File: src/hdl/plsiam_params.svh
`ifndef PLSIAM_PARAMS_SVH
`define PLSIAM_PARAMS_SVH

// ==========================================================================
// Register map
// ==========================================================================
`define PLSIAM_GEN_FLAGS_OFS 8'h01
`define PLSIAM_LS_FLAGS_OFS 8'h02
`define PLSIAM_GEN_MASK_OFS 8'h03
`define PLSIAM_LS_MASK_OFS 8'h04

// ==========================================================================
// Field layout and reset values
// ==========================================================================
`define PLSIAM_FIELD_W 6
`define PLSIAM_FIELD_RESET 6'h00
`define PLSIAM_RSVD_READ 2'h0
`define PLSIAM_BYTE_RESET 8'h00
`define PLSIAM_LAST_BIT 3'h7
`define PLSIAM_BIT_RESET 3'h0
`define PLSIAM_PTR_STEP 8'h01

// ==========================================================================
// Serial port
// ==========================================================================
// The device address default is arbitrary.
`define PLSIAM_DEV_ADDR 7'h2A

`endif

File: src/hdl/plsiam_pkg.sv
package plsiam_pkg;

  // ========================================================================
  // General events, bit 5 down to bit 0
  // ========================================================================
  typedef struct packed {
    logic prog_voltage;
    logic mains_detect;
    logic button_change;
    logic thermal_warn;
    logic coin_acq_done;
    logic prog_done;
  } plsiam_gen_type;

  // ========================================================================
  // Load-switch monitor inputs, index 2 is switch three
  // ========================================================================
  typedef struct packed {
    logic [2:0] fault_trip;
    logic [2:0] ilimit_active;
    logic [2:0] switch_on;
  } plsiam_sw_type;

  // ========================================================================
  // Serial slave states
  // ========================================================================
  typedef enum logic [8:0] {
    ST_IDLE = 9'h001,
    ST_ADDR = 9'h002,
    ST_AACK = 9'h004,
    ST_SUB = 9'h008,
    ST_SACK = 9'h010,
    ST_WR = 9'h020,
    ST_WACK = 9'h040,
    ST_RD = 9'h080,
    ST_RACK = 9'h100
  } plsiam_state_type;

endpackage

File: src/hdl/plsiam_irq.sv
`timescale 1ns/1ns
`include "plsiam_params.svh"

// Contract
// - Switch-three fault sets bit 5 of load-switch flags; otherwise 0.
// - Switch-two fault (temperature or low input) sets bit 4.
// - Switch-one fault sets bit 3 of load-switch flags.
// - Switch-three current limiting sets bit 2.
// - Switch-two current limiting sets bit 1.
// - Switch-one current limiting sets bit 0.
// - Current-limit flag reads 0 when switch off or not limiting.
// - Bits 7 and 6 of flags and masks are read-only zero.
// - Mask bit 0 lets its event pull the interrupt line low.
// - Mask bit 1 keeps its event off the interrupt line.
// - Masks gate only the interrupt; flags keep being detected.
// - General mask bit 5: programming voltage, read-write, reset zero.
// - General mask bit 4: mains-detect change, read-write.
// - General mask bit 3: push-button change, read-write.
// - General mask bit 2: thermal early warning, read-write.
// - General mask bits 1 and 0: coin-cell done, programming done.
// - Load-switch mask bits 5..3: fault masks of switches three..one.
// - Load-switch mask bits 2..0: current-limit masks of switches three..one.
// - Reset clears flags and both mask registers to zero.
// - General flags at 0x01, bits 5..0 matching general masks.
module plsiam_irq #(
  parameter logic [6:0] DEV_ADDR = `PLSIAM_DEV_ADDR
) (
  input wire logic clk,
  input wire logic rstn,
  input wire plsiam_pkg::plsiam_gen_type gen_event,
  input wire plsiam_pkg::plsiam_sw_type sw_mon,
  input wire logic scl,
  input wire logic sda_in,
  output logic sda_out,
  output logic sda_oe_n,
  output logic irq_out_n
);

  // ========================================================================
  // Bus line conditions
  // ========================================================================
  logic scl_q;
  logic sda_q;
  wire scl_rise = scl & ~scl_q;
  wire scl_fall = ~scl & scl_q;
  // Start and stop need scl high on two samples, so a data change made just
  // after a clock fall is never mistaken for either of them.
  wire bus_start = scl & scl_q & sda_q & ~sda_in;
  wire bus_stop = scl & scl_q & ~sda_q & sda_in;

  always_ff @(posedge clk or negedge rstn) begin
    if (!rstn) begin
      scl_q <= 1'b1;
      sda_q <= 1'b1;
    end else begin
      scl_q <= scl;
      sda_q <= sda_in;
    end
  end

  // ========================================================================
  // Slave state and shifter
  // ========================================================================
  plsiam_pkg::plsiam_state_type state;
  plsiam_pkg::plsiam_state_type next_state;
  logic [7:0] shreg;
  logic [2:0] bit_cnt;
  logic got_byte;
  logic rd_mode;
  logic host_nack;
  logic [7:0] ptr;

  wire at_last = bit_cnt == `PLSIAM_LAST_BIT;
  wire addr_hit = shreg[7:1] == DEV_ADDR;
  wire byte_end = scl_fall & got_byte;
  wire is_rd = state == plsiam_pkg::ST_RD;
  wire rx_state = state inside {plsiam_pkg::ST_ADDR, plsiam_pkg::ST_SUB, plsiam_pkg::ST_WR};

  // A read byte is fetched when the address is acknowledged for a read, or
  // when the host acknowledges the previous read byte.
  wire rd_load = scl_fall & ((state == plsiam_pkg::ST_AACK & rd_mode)
                 | (state == plsiam_pkg::ST_RACK & ~host_nack));
  wire rd_shift = scl_fall & is_rd & ~at_last;
  wire wr_fire = byte_end & (state == plsiam_pkg::ST_WR);
  wire ptr_fire = byte_end & (state == plsiam_pkg::ST_SUB);

  always_comb begin
    next_state = state;
    unique case (state)
      plsiam_pkg::ST_IDLE: next_state = plsiam_pkg::ST_IDLE;
      plsiam_pkg::ST_ADDR: begin
        if (byte_end) begin
          next_state = addr_hit ? plsiam_pkg::ST_AACK : plsiam_pkg::ST_IDLE;
        end
      end
      plsiam_pkg::ST_AACK: begin
        if (scl_fall) begin
          next_state = rd_mode ? plsiam_pkg::ST_RD : plsiam_pkg::ST_SUB;
        end
      end
      plsiam_pkg::ST_SUB: begin
        if (byte_end) begin
          next_state = plsiam_pkg::ST_SACK;
        end
      end
      plsiam_pkg::ST_SACK: begin
        if (scl_fall) begin
          next_state = plsiam_pkg::ST_WR;
        end
      end
      plsiam_pkg::ST_WR: begin
        if (byte_end) begin
          next_state = plsiam_pkg::ST_WACK;
        end
      end
      plsiam_pkg::ST_WACK: begin
        if (scl_fall) begin
          next_state = plsiam_pkg::ST_WR;
        end
      end
      plsiam_pkg::ST_RD: begin
        if (scl_fall && at_last) begin
          next_state = plsiam_pkg::ST_RACK;
        end
      end
      plsiam_pkg::ST_RACK: begin
        if (scl_fall) begin
          next_state = host_nack ? plsiam_pkg::ST_IDLE : plsiam_pkg::ST_RD;
        end
      end
      default: next_state = plsiam_pkg::ST_IDLE;
    endcase
    // A start or stop overrides whatever transfer is in progress.
    if (bus_start) begin
      next_state = plsiam_pkg::ST_ADDR;
    end else if (bus_stop) begin
      next_state = plsiam_pkg::ST_IDLE;
    end
  end

  always_ff @(posedge clk or negedge rstn) begin
    if (!rstn) begin
      state <= plsiam_pkg::ST_IDLE;
    end else begin
      state <= next_state;
    end
  end

  // ========================================================================
  // Register file
  // ========================================================================
  logic [`PLSIAM_FIELD_W-1:0] gen_flags;
  logic [2:0] ls_fault;
  logic [2:0] ls_ilim;
  logic [`PLSIAM_FIELD_W-1:0] general_event_masks;
  logic [`PLSIAM_FIELD_W-1:0] load_switch_event_masks;

  // Reserved upper bits always read back as zero.
  wire [7:0] general_event_flags = {`PLSIAM_RSVD_READ, gen_flags};
  wire [7:0] load_switch_event_flags = {`PLSIAM_RSVD_READ, ls_fault[2:0], ls_ilim};
  wire [7:0] gen_mask_rd = {`PLSIAM_RSVD_READ, general_event_masks};
  wire [7:0] ls_mask_rd = {`PLSIAM_RSVD_READ, load_switch_event_masks};

  wire sel_gen_flags = ptr == `PLSIAM_GEN_FLAGS_OFS;
  wire sel_ls_flags = ptr == `PLSIAM_LS_FLAGS_OFS;
  wire sel_gen_mask = ptr == `PLSIAM_GEN_MASK_OFS;
  wire sel_ls_mask = ptr == `PLSIAM_LS_MASK_OFS;

  // Unmapped offsets read as zero.
  wire [7:0] rd_mux =
    sel_gen_flags ? general_event_flags :
    sel_ls_flags ? load_switch_event_flags :
    sel_gen_mask ? gen_mask_rd :
    sel_ls_mask ? ls_mask_rd :
    `PLSIAM_BYTE_RESET;

  wire clr_gen = rd_load & sel_gen_flags;
  wire clr_ls = rd_load & sel_ls_flags;

  // An event in the read cycle survives: the set term wins over the clear.
  wire [`PLSIAM_FIELD_W-1:0] next_gen_flags =
    (gen_flags & ~{`PLSIAM_FIELD_W{clr_gen}}) | gen_event;
  wire [2:0] next_ls_fault =
    (ls_fault[2:0] & ~{3{clr_ls}}) | sw_mon.fault_trip;
  // Current-limit flags track the live condition every cycle; a read of
  // the load-switch register does not clear them.
  wire [2:0] next_ls_ilim = sw_mon.ilimit_active & sw_mon.switch_on;

  always_ff @(posedge clk or negedge rstn) begin
    if (!rstn) begin
      gen_flags <= `PLSIAM_FIELD_RESET;
    end else begin
      gen_flags <= next_gen_flags;
    end
  end

  // Fault flags are sticky: a trip pulse of a single cycle is enough, and only
  // a read of the load-switch register takes them away again.
  always_ff @(posedge clk or negedge rstn) begin
    if (!rstn) begin
      ls_fault <= 3'(`PLSIAM_FIELD_RESET);
    end else begin
      ls_fault <= next_ls_fault;
    end
  end

  always_ff @(posedge clk or negedge rstn) begin
    if (!rstn) begin
      ls_ilim <= 3'(`PLSIAM_FIELD_RESET);
    end else begin
      ls_ilim <= next_ls_ilim;
    end
  end

  always_ff @(posedge clk or negedge rstn) begin
    if (!rstn) begin
      general_event_masks <= `PLSIAM_FIELD_RESET;
      load_switch_event_masks <= `PLSIAM_FIELD_RESET;
    end else if (wr_fire) begin
      // Only bits 5..0 are stored; writes to the flag registers are ignored.
      if (sel_gen_mask) begin
        general_event_masks <= shreg[`PLSIAM_FIELD_W-1:0];
      end
      if (sel_ls_mask) begin
        load_switch_event_masks <= shreg[`PLSIAM_FIELD_W-1:0];
      end
    end
  end

  // ========================================================================
  // Interrupt line
  // ========================================================================
  wire [`PLSIAM_FIELD_W-1:0] gen_pending = gen_flags & ~general_event_masks;
  wire [`PLSIAM_FIELD_W-1:0] ls_pending =
    load_switch_event_flags[`PLSIAM_FIELD_W-1:0] & ~load_switch_event_masks;
  wire any_pending = |{gen_pending, ls_pending};

  always_ff @(posedge clk or negedge rstn) begin
    if (!rstn) begin
      irq_out_n <= 1'b1;
    end else begin
      irq_out_n <= ~any_pending;
    end
  end

  // ========================================================================
  // Shifter, bit counter and pointer
  // ========================================================================
  // Inside a read byte the clock falls shift the byte out, so they must not
  // restart the count as the falls of the other non-receiving states do.
  wire bit_restart = bus_start | (scl_fall & ~rx_state & ~is_rd);
  wire bit_take = scl_rise & rx_state & ~got_byte;

  always_ff @(posedge clk or negedge rstn) begin
    if (!rstn) begin
      bit_cnt <= `PLSIAM_BIT_RESET;
      got_byte <= 1'b0;
    end else if (bit_restart || byte_end) begin
      bit_cnt <= `PLSIAM_BIT_RESET;
      got_byte <= 1'b0;
    end else if (bit_take) begin
      bit_cnt <= bit_cnt + 3'h1;
      got_byte <= at_last;
    end else if (rd_shift) begin
      bit_cnt <= bit_cnt + 3'h1;
    end
  end

  always_ff @(posedge clk or negedge rstn) begin
    if (!rstn) begin
      shreg <= `PLSIAM_BYTE_RESET;
    end else if (rd_load) begin
      shreg <= rd_mux;
    end else if (bit_take) begin
      shreg <= {shreg[6:0], sda_in};
    end else if (rd_shift) begin
      shreg <= {shreg[6:0], 1'b0};
    end
  end

  always_ff @(posedge clk or negedge rstn) begin
    if (!rstn) begin
      rd_mode <= 1'b0;
      host_nack <= 1'b1;
    end else begin
      if (byte_end && state == plsiam_pkg::ST_ADDR) begin
        rd_mode <= shreg[0];
      end
      if (scl_rise && state == plsiam_pkg::ST_RACK) begin
        host_nack <= sda_in;
      end
    end
  end

  // The pointer steps after every byte written or fetched, so a burst walks
  // through the map; a repeated start leaves it where the write put it.
  always_ff @(posedge clk or negedge rstn) begin
    if (!rstn) begin
      ptr <= `PLSIAM_BYTE_RESET;
    end else if (ptr_fire) begin
      ptr <= shreg;
    end else if (wr_fire || rd_load) begin
      ptr <= ptr + `PLSIAM_PTR_STEP;
    end
  end

  // ========================================================================
  // Data line driver
  // ========================================================================
  // The line is open drain: it is only ever pulled low, never driven high.
  wire ack_drive = byte_end & ((state == plsiam_pkg::ST_ADDR & addr_hit)
                   | state == plsiam_pkg::ST_SUB | state == plsiam_pkg::ST_WR);
  logic next_oe_n;

  always_comb begin
    next_oe_n = sda_oe_n;
    if (bus_start || bus_stop) begin
      next_oe_n = 1'b1;
    end else if (ack_drive) begin
      next_oe_n = 1'b0;
    end else if (rd_load) begin
      next_oe_n = rd_mux[7];
    end else if (rd_shift) begin
      next_oe_n = shreg[6];
    end else if (scl_fall && !is_rd) begin
      next_oe_n = 1'b1;
    end else if (scl_fall && at_last) begin
      next_oe_n = 1'b1;
    end
  end

  always_ff @(posedge clk or negedge rstn) begin
    if (!rstn) begin
      sda_oe_n <= 1'b1;
      sda_out <= 1'b0;
    end else begin
      sda_oe_n <= next_oe_n;
      sda_out <= 1'b0;
    end
  end

endmodule

File: config.mk
export PLATFORM = sky130hd
export DESIGN_NAME = plsiam_irq
export DESIGN_NICKNAME = d
export VERILOG_FILES = /design/src/hdl/plsiam_pkg.sv /design/src/hdl/plsiam_irq.sv
export VERILOG_INCLUDE_DIRS = /design/src /design/src/hdl
export SDC_FILE = /design/constraint.sdc
export NUM_CORES = 1
export LEC_CHECK = 0
export ABC_AREA = 1
export BUFFER_PORTS_ARGS = -buffer_cell sky130_fd_sc_hd__buf_4
export CAP_MARGIN = 20
export CELL_PAD_IN_SITES_DETAIL_PLACEMENT = 0
export CELL_PAD_IN_SITES_GLOBAL_PLACEMENT = 1
export CORE_MARGIN = 2
export CORE_UTILIZATION = 45
export CTS_CLUSTER_DIAMETER = 150
export DETAILED_ROUTE_END_ITERATION = 16
export PLACE_DENSITY = 0.87
export REMOVE_ABC_BUFFERS = 1
export SYNTH_ARGS = -nofsm -noshare
export SYNTH_HDL_FRONTEND = slang
export SYNTH_SLANG_ARGS = --single-unit
File: constraint.sdc
create_clock -name clk -period 2 [get_ports clk]
set_clock_uncertainty 0.15 [all_clocks]
set_input_delay 0.2 -clock clk [delete_from_list [all_inputs] [get_ports clk]]
set_output_delay 0.2 -clock clk [all_outputs]
set_load 0.02 [all_outputs]
======== Yosys cells after proc, flatten, opt, wreduce, memory -nomap -nowiden ========
Index checks and enable logic that the tools add are counted.
operators by class
  equality and inequality tests ........... 21
  $add $sub $neg .......................... 2
  bitwise operators ....................... 48
  muxes and demuxes ....................... 33
  reductions and logical operators ........ 19
operators by type and width
  operator               number
  $mux W9                9
  $pmux W9 S7            1
  $mux W8                7
  $mux W6                4
  $and A1 B1 Y1          23
  $ne A4 B4 Y1 const B   5
  $and A6 B6 Y6          3
  $not A6 Y6             3
  $eq A8 B2 Y1 const B   2
  $mux W3                4
  $reduce_or A12 Y1      1
  $not A1 Y1             10
  $eq A9 B2 Y1 const B   1
  $eq A9 B3 Y1 const B   1
  $eq A9 B4 Y1 const B   1
  $eq A9 B5 Y1 const B   1
  $eq A9 B6 Y1 const B   1
  $eq A9 B7 Y1 const B   1
  $eq A9 B8 Y1 const B   1
  $eq A9 B9 Y1 const B   1
  $reduce_bool A3 Y1     3
  $add A8 B1 Y8 const B  1
  $eq A8 B1 Y1 const B   1
  $eq A8 B3 Y1 const B   1
  19 further kinds       37
storage, ports and cells
  register bits after elaboration ......... 59
  word-level logic and storage cells ...... 139

======== Longest topological paths before layout ========
Gate-level depths: netlist of the first run.
  depth after elaboration ................. 9
  depth in mapped cells ................... 12
  gate-level depth less buffers ........... 12

======== Worst setup path after synthesis of the first run ========
OpenSTA, ideal clock, no wires.
  path kind ............................... register to register
  from .................................... register scl_q
  to ...................................... register load_switch_event_masks[3]
  required time ........................... 1728 ps
  arrival time ............................ 1458 ps
  path slack .............................. 270 ps
  stages on the path, launching flop included .. 8
  cell sequence ........................... dfstp_2 > nand2_2 > nor2_1 > clkbuf_1 > nand4_1 > buf_2 > nand2_1 > o21ai_1
on the way
  longest elaborated chain between the ends .. 4
RTL lines
  element                             RTL line           source
  from (decl)                         plsiam_irq.sv:42   logic scl_q;
  from (signal assigned)              plsiam_irq.sv:56   scl_q <= scl;
  $and A1 B1 Y1                       plsiam_irq.sv:45   wire scl_fall = ~scl & scl_q;
  $and A1 B1 Y1                       plsiam_irq.sv:75   wire byte_end = scl_fall & got_byte;
  $and A1 B1 Y1                       plsiam_irq.sv:84   wire wr_fire = byte_end & (state == plsiam_pkg::ST_WR);
  $reduce_and A2 Y1 (no source line)  n/a
  to (signal assigned)                plsiam_irq.sv:218  load_switch_event_masks <= `PLSIAM_FIELD_RESET;
  to (signal assigned)                plsiam_irq.sv:225  load_switch_event_masks <= shreg[`PLSIAM_FIELD_W-1:0];
  to (decl)                           plsiam_irq.sv:156  logic [`PLSIAM_FIELD_W-1:0] load_switch_event_masks;
No other way between the ends.
A chain may end at the register's enable or synchronous reset.

======== Worst setup path in the final report of the first run ========
  from .................................... register state[4]
  to ...................................... register ptr[0]
on the way
  longest elaborated chain between the ends .. 6
RTL lines
  element                                       RTL line                            source
  from (decl)                                   plsiam_irq.sv:64                    plsiam_pkg::plsiam_state_type state;
  from (signal assigned)                        plsiam_irq.sv:143                   state <= plsiam_pkg::ST_IDLE;
  from (signal assigned)                        plsiam_irq.sv:145                   state <= next_state;
  $eq A9 B3 Y1 or $eq A9 B9 Y1 (tied branches)  plsiam_irq.sv:81, plsiam_irq.sv:82
  $and A1 B1 Y1 (on tied branches)              plsiam_irq.sv:81, plsiam_irq.sv:82
  $or A1 B1 Y1                                  plsiam_irq.sv:82                    | (state == plsiam_pkg::ST_RACK & ~host_nack));
  $and A1 B1 Y1                                 plsiam_irq.sv:81                    wire rd_load = scl_fall & ((state == plsiam_pkg::ST_AACK & rd_mode)
  $logic_or A1 B1 Y1                            plsiam_irq.sv:302                   end else if (wr_fire || rd_load) begin
  $reduce_bool A2 Y1 (no source line)           n/a
  to (signal assigned)                          plsiam_irq.sv:299                   ptr <= `PLSIAM_BYTE_RESET;
  to (signal assigned)                          plsiam_irq.sv:301                   ptr <= shreg;
  to (signal assigned)                          plsiam_irq.sv:303                   ptr <= ptr + `PLSIAM_PTR_STEP;
  to (decl)                                     plsiam_irq.sv:71                    logic [7:0] ptr;
Several ways; a longest one is shown, not always the timed one.

==> impl_metrics.yaml, run 1 <==
setup_path:
  cp_top_family: "simple AND/OR/NAND/NOR gates"
  path_class: "flop to flop"
  cp_data_arrival_time_ps: 2050
  cpPeakStageDelay_ps: 420
  cp.required_ps: 2080
  crit_top_cell: "nor2_4"
  worstSetupStartpointType: "flop"
  cp_num_buf_inv: 2
  r2r_cells: 9
  r2r-start: "state[4]$_DFFE_PN0P_"
  worstPathCellList: "nor2_2 > nand2_2 > nor2_4 > nand3_4 > a21oi_4 > buf_6 > nor2_4 > o21ai_1 > inv_1"
  slowest_stage: "dfrtp_1"
  reg2reg_to: "ptr[0]$_DFFE_PN0P_"
  end_kind: "flop"
  cp_max_fo: 9
  r2r_slack_ps: 30
clock_network:
  cts_made_buffers: 9
  cts.sinks: 59
  cts_tree: "built"
  clk_latency_ps: 340
  cts_buffer_depth: 2
  root_buffer: "clkbuf_8"
  cts.htree.levels: 3
  clkTransAtPathRegs_ps: 70
final_layout:
  finish.utilization_pct: 58.5
  area_delta_synth_final_pct: 27.1
  stdcell_area_sq_um: 4470
  drive_gt1_share_pct: 20.2
  stdcell_count: 661
  final_nets: 579
  antenna_cells: 0
global_routing:
  grt_pass1_vias: 3091
  antenna_found_initial: 0
  grt_pass1_wl_um: 15000
  grt_max_degree: 60
  grt_overflow: 0
  grt_usage_pct: 22.6
detailed_routing:
  drtIter0Drc: 235
  routed_wl_um: 9170
  viasPerCell: 5.05
  wire_per_inst_um: 13.9
  first_pass_iters: 5
  ant_nets: 0
  vias: 3340
  drc: 0
logic_synthesis:
  syn_area_per_cell_sq_um: 7.26
  ys_warn_count: 0
  synth_area_leaders: "dfrtp_1 (38%), nand2_1 (15%), nand3_1 (7.8%)"
  synthDominantCellAreaShare_pct: 37.7
  ys_seq_area_share_pct: 42.1
  synth_seq_cells: 59
  syn_inst: 485
  yosys.area.top_type: "dfrtp_1"
  syn_area_sq_um: 3520
  ys_types: 36
placement:
  port_buffers: 20
  dp.cells: 613
  dp_slack_ps: -40.6
  placed_cell_area_sq_um: 3860
  place_congestion: 0.847
  dp_hpwl_um: 6550
die:
  die_area_sq_um: 8550
  ioPinCount: 22
  core-area_sq_um: 7650
  die_h_um: 92.5
  row_count: 32
  start_util_pct: 46.0
  chipWidth_um: 92.5
min_path:
  hold_path_class: "input pin to asynchronous set/reset pin"
pwr:
  p_leak_nw: 2.34
  p_total_mw: 2.59
  peakVddDrop_mv: 0.362
  power.density_nw_per_um2: 580
timing:
  drv_slew: 0
  hold_viol_final: 0
  fmax_mhz: 507
  setup_viol: 0
  period_share_pct: 98.6
  rsz0062_at_grt: "true"
  fin_crit_ps: 1970
  final.setup.worst_slack_ps: 27.5
  tightest_slew_ps: 757
  relSlewSlack_pct: 49.5
status:
  status: "finished clean"
run:
  maxCapViolCount: 0
==> flip-flops by register name, summed over array words and instances, names as in the netlist <==
signal / cells
state: 9
ptr: 8
shreg: 8
gen_flags: 6
general_event_masks: 6
load_switch_event_masks: 6
bit_cnt: 3
ls_fault: 3
ls_ilim: 3
got_byte: 1
host_nack: 1
irq_out_n: 1
rd_mode: 1
scl_q: 1
sda_oe_n: 1
sda_q: 1
==> per-stage QoR <==
step | hold WS [ps] | TNS, ps
final | 310 | 0
after CTS | 337 | 0
after floorplan | -246 | -477
after detailed placement | 173 | -139
after global routing | 349 | -986
after global placement | 164 | 0
==> cell usage in the layout, fill, tap and decap left out, drive strengths merged <==
cell type	count
a21oi	11
bufinv	2
o22ai	4
dfstp	6
clkinv	1
o21ai	32
nand3	61
nor3	5
nand3b	1
or2	1
a31oi	1
inv	67
nor4	1
o2111ai	1
o21a	1
o31ai	1
nor2	50
nand2	151
nand4	7
clkbuf	12
xor2	4
clkinvlp	2
ha	6
o21bai	10
dfrtp	53
conb	1
dlygate4sd3	18
buf	49
==> worst max path at each step <==
stage                     depth (start not counted)                endpoint                 start
final                                             9      ptr[0]$_DFFE_PN0P_  state[4]$_DFFE_PN0P_
after global routing                              9    shreg[5]$_DFFE_PN0P_  state[4]$_DFFE_PN0P_
after CTS                                         8  gen_flags[5]$_DFF_PN0_  state[4]$_DFFE_PN0P_
after detailed placement                          8  gen_flags[5]$_DFF_PN0_  state[4]$_DFFE_PN0P_
after global placement                            8  gen_flags[1]$_DFF_PN0_  state[4]$_DFFE_PN0P_
after floorplan                                   9      ptr[0]$_DFFE_PN0P_       scl_q$_DFF_PN1_
==> final cells by class <==
type	instances	area, sq um
Inverter	68	259
Clock inverter	4	72.6
Sequential cell	59	1480
Timing Repair Buffer	67	568
Clock buffer	12	155
Tap cell	102	128
Multi-Input combinational cell	349	1810
Fill cell	691	3170
==> per-layer routing <==
layer | GRT usage (%) | up-vias | wire [um]
met5 | 0 | - | 0
met4 | 5.60 | 0 | 50
met3 | 3.99 | 6 | 466
met2 | 37.5 | 92 | 4450
met1 | 30.8 | 1557 | 4210
li1 | - | 1685 | -
==> synth_stat cells (all sizes together) <==
cell type / instances
or2: 1
nand2: 151
o31ai: 1
o21a: 1
nor3: 5
nand3b: 1
clkbuf: 2
o2111ai: 1
nand3: 61
a21oi: 11
buf: 7
conb: 1
a31oi: 1
dfrtp: 53
nor4: 1
nand4: 7
inv: 68
o21bai: 10
ha: 6
xor2: 4
nor2: 50
o21ai: 32
o22ai: 4
dfstp: 6
==> logic make-up after synthesis <==
kind of cell,synth area share (%)
adders and majority gates,2.13
other,0.107
xor gates and xnor gates,0.995
buffers and inverters,8.78
DFF,42.1
AOI/OAI and AO/OA,10.1
and+or+nand+nor,35.7
==> where the power goes <==
part / total [mW] / internal (mW) / leakage (nW) / switching [mW]
logic: 0.132 / 0.0645 / 1.50 / 0.0677
clock network: 1.25 / 0.768 / 0.113 / 0.480
registers: 1.21 / 1.21 / 0.727 / 0.00816
total: 2.59 / 2.04 / 2.34 / 0.556
==> timing repair <==
item | 4_1_cts | 5_1_grt
buffers inserted | 0 | 14
hold buffers | 18 | 0
pin swaps | 1 | 12
setup endpoints to repair | 6 | 27
endpoints found under the hold margin | 68 | 0
gates resized for setup | 1 | 24
(Power assumes the default switching activity.)
==> inputs of run 2 (changes only) <==
--- a/config.mk
+++ b/config.mk
@@ -11,8 +11,8 @@
 export CAP_MARGIN = 20
 export CELL_PAD_IN_SITES_DETAIL_PLACEMENT = 0
 export CELL_PAD_IN_SITES_GLOBAL_PLACEMENT = 1
-export CORE_MARGIN = 2
 export CORE_UTILIZATION = 45
+export CTS_BUF_LIST = sky130_fd_sc_hd__clkbuf_4 sky130_fd_sc_hd__clkbuf_8 sky130_fd_sc_hd__clkbuf_16
 export CTS_CLUSTER_DIAMETER = 150
 export DETAILED_ROUTE_END_ITERATION = 16
 export PLACE_DENSITY = 0.87
==> run 2 against run 1 <==
Effect of this change:
- cell area shrank 2.3%
- clock power fell by 14%
- die area decreased by 4.3%
- sequential share of layout area is 0.80 points higher
- worst setup slack improved by 92 ps
- total power shrank 7.0%
==> impl_metrics.yaml, run 2 (same netlist as run 1, synthesis figures left out) <==
status:
  status: "finished clean"
setup_path:
  cpPeakStageDelay_ps: 440
  end_kind: "flop"
  r2r_cells: 10
  cp_data_arrival_time_ps: 2010
  slowest_stage: "dfrtp_2"
  worstPathCellList: "nor2_4 > nand2_4 > nor2_4 > nand3_4 > a21oi_4 > buf_12 > nand3_1 > nand2_1 > nand2_1 > nand2_1"
  crit_top_cell: "nand2_1"
  cp.required_ps: 2130
  worstSetupStartpointType: "flop"
  reg2reg_to: "shreg[5]$_DFFE_PN0P_"
  cp_max_fo: 8
  path_class: "flop to flop"
  r2r_slack_ps: 120
  r2r-start: "state[6]$_DFFE_PN0P_"
pwr:
  peakVddDrop_mv: 0.394
  power.density_nw_per_um2: 551
  p_leak_nw: 2.29
  p_total_mw: 2.41
timing:
  rsz0062_at_grt: "true"
  tightest_slew_ps: 770
  fin_crit_ps: 1880
  hold_slack_ps: 322
  drv_slew: 0
  period_share_pct: 94.0
  fmax_mhz: 532
  relSlewSlack_pct: 48.7
  fin_setup_tns_ps: 0
  final.setup.worst_slack_ps: 119
  setup_viol: 0
  hold_viol_final: 0
final_layout:
  final_common_cell: "nand2_1"
  drive_gt1_share_pct: 18.8
  top_register: "state"
  final_nets: 573
  antenna_cells: 0
  area_delta_synth_final_pct: 24.2
  top_regs: "state: 9 flops, ptr: 8 flops, shreg: 8 flops"
  n_fill_cell: 688
  largest_reg_flops: 9
  mostFrequentLayoutCells: "nand2_1 (139), inv_1 (64), nand3_1 (55)"
min_path:
  hold_path_class: "input pin to asynchronous set/reset pin"
detailed_routing:
  ant_nets: 0
  first_pass_iters: 5
  wire_per_inst_um: 13.9
  drc: 0
  routed_wl_um: 9030
  viasPerCell: 5.10
  vias: 3328
  drtIter0Drc: 235
global_routing:
  grt_usage_pct: 23.3
  antenna_found_initial: 0
  grt_overflow: 0
  grt_pass1_wl_um: 14900
  grt_pass1_vias: 3126
  grt_max_degree: 60
placement:
  port_buffers: 20
  place_congestion: 0.894
  dp_hpwl_um: 6410
  dp_slack_ps: 9.27
clock_network:
  clkTransAtPathRegs_ps: 70
  cts.sinks: 59
  cts.htree.levels: 3
  root_buffer: "clkbuf_8"
  cts_made_buffers: 9
  clk_latency_ps: 340
  cts_buffer_depth: 2
  cts_tree: "built"
die:
  die_area_sq_um: 8180
  row_count: 31
  core-area_sq_um: 7410
  chipWidth_um: 90.5
  ioPinCount: 22
  start_util_pct: 47.5
  die_h_um: 90.5
run:
  maxCapViolCount: 0
-- run 2: cell type report --
cell class / count / area, sq um / share of cell area [%]
multi-input combinational: 349 / 1800 / 41.1
sequential: 59 / 1490 / 34.0
timing repair buffer: 61 / 519 / 11.9
inverter: 68 / 259 / 5.92
clock buffer: 10 / 131 / 3.00
tap: 99 / 124 / 2.83
clock inverter: 6 / 57.6 / 1.32
-- run 2: metrics by stage --
step / instance area [sq um] / utilization, % / std cells
CTS: 4240 / 57.2 / 645
finish: 4370 / 59.0 / 652
global route: 4370 / 59.0 / 652
global placement: 3860 / 52.1 / 611
detailed placement: 3860 / 52.1 / 611
floorplan: 3470 / - / 476
-- run 2: per-layer routing --
layer,vias up,track usage [%],part of all wire (%)
li1,1675,-,-
met5,-,0,0
met1,1543,31.3,47
met2,92,37.1,46
met3,18,4.71,5.2
met4,0,8.87,1.8
-- run 2: power breakdown --
part | switching [mW] | internal (mW) | total [mW] | leakage [nW]
clock network | 0.485 | 0.580 | 1.07 | 0.0992
registers | 0.00761 | 1.21 | 1.21 | 0.725
logic | 0.0684 | 0.0647 | 0.133 | 1.46
total | 0.561 | 1.85 | 2.41 | 2.29
-- run 2: worst max-delay path by stage --
| stage | from | to | slack [ps] | cells after the start |
|---|---|---|---|---|
| after global routing | state[6]$_DFFE_PN0P_ | ptr[5]$_DFFE_PN0P_ | -10 | 10 |
| after global placement | state[0]$_DFFE_PN1P_ | ptr[0]$_DFFE_PN0P_ | 110 | 11 |
| after CTS | state[6]$_DFFE_PN0P_ | gen_flags[5]$_DFF_PN0_ | 40 | 8 |
| after floorplan | scl_q$_DFF_PN1_ | ptr[0]$_DFFE_PN0P_ | -90 | 9 |
| final | state[6]$_DFFE_PN0P_ | shreg[5]$_DFFE_PN0P_ | 120 | 10 |
| after detailed placement | state[6]$_DFFE_PN0P_ | gen_flags[5]$_DFF_PN0_ | 9 | 8 |
-- run 2: timing repair --
action,4_1_cts,5_1_grt
pin swaps,1,8
hold buffers,18,0
endpoints found under the hold margin,68,0
resized for setup,1,18
buffers inserted,0,7
endpoints found under the setup margin,4,34
-- run 2: critical path: cells and delay by family, from the launching register on --
family                 cells  cell delay [ps]
AND/OR/NAND/NOR            8              880
flip-flops                 1              440
AO/OA/AOI/OAI              1              190
buffers and inverters      1              150
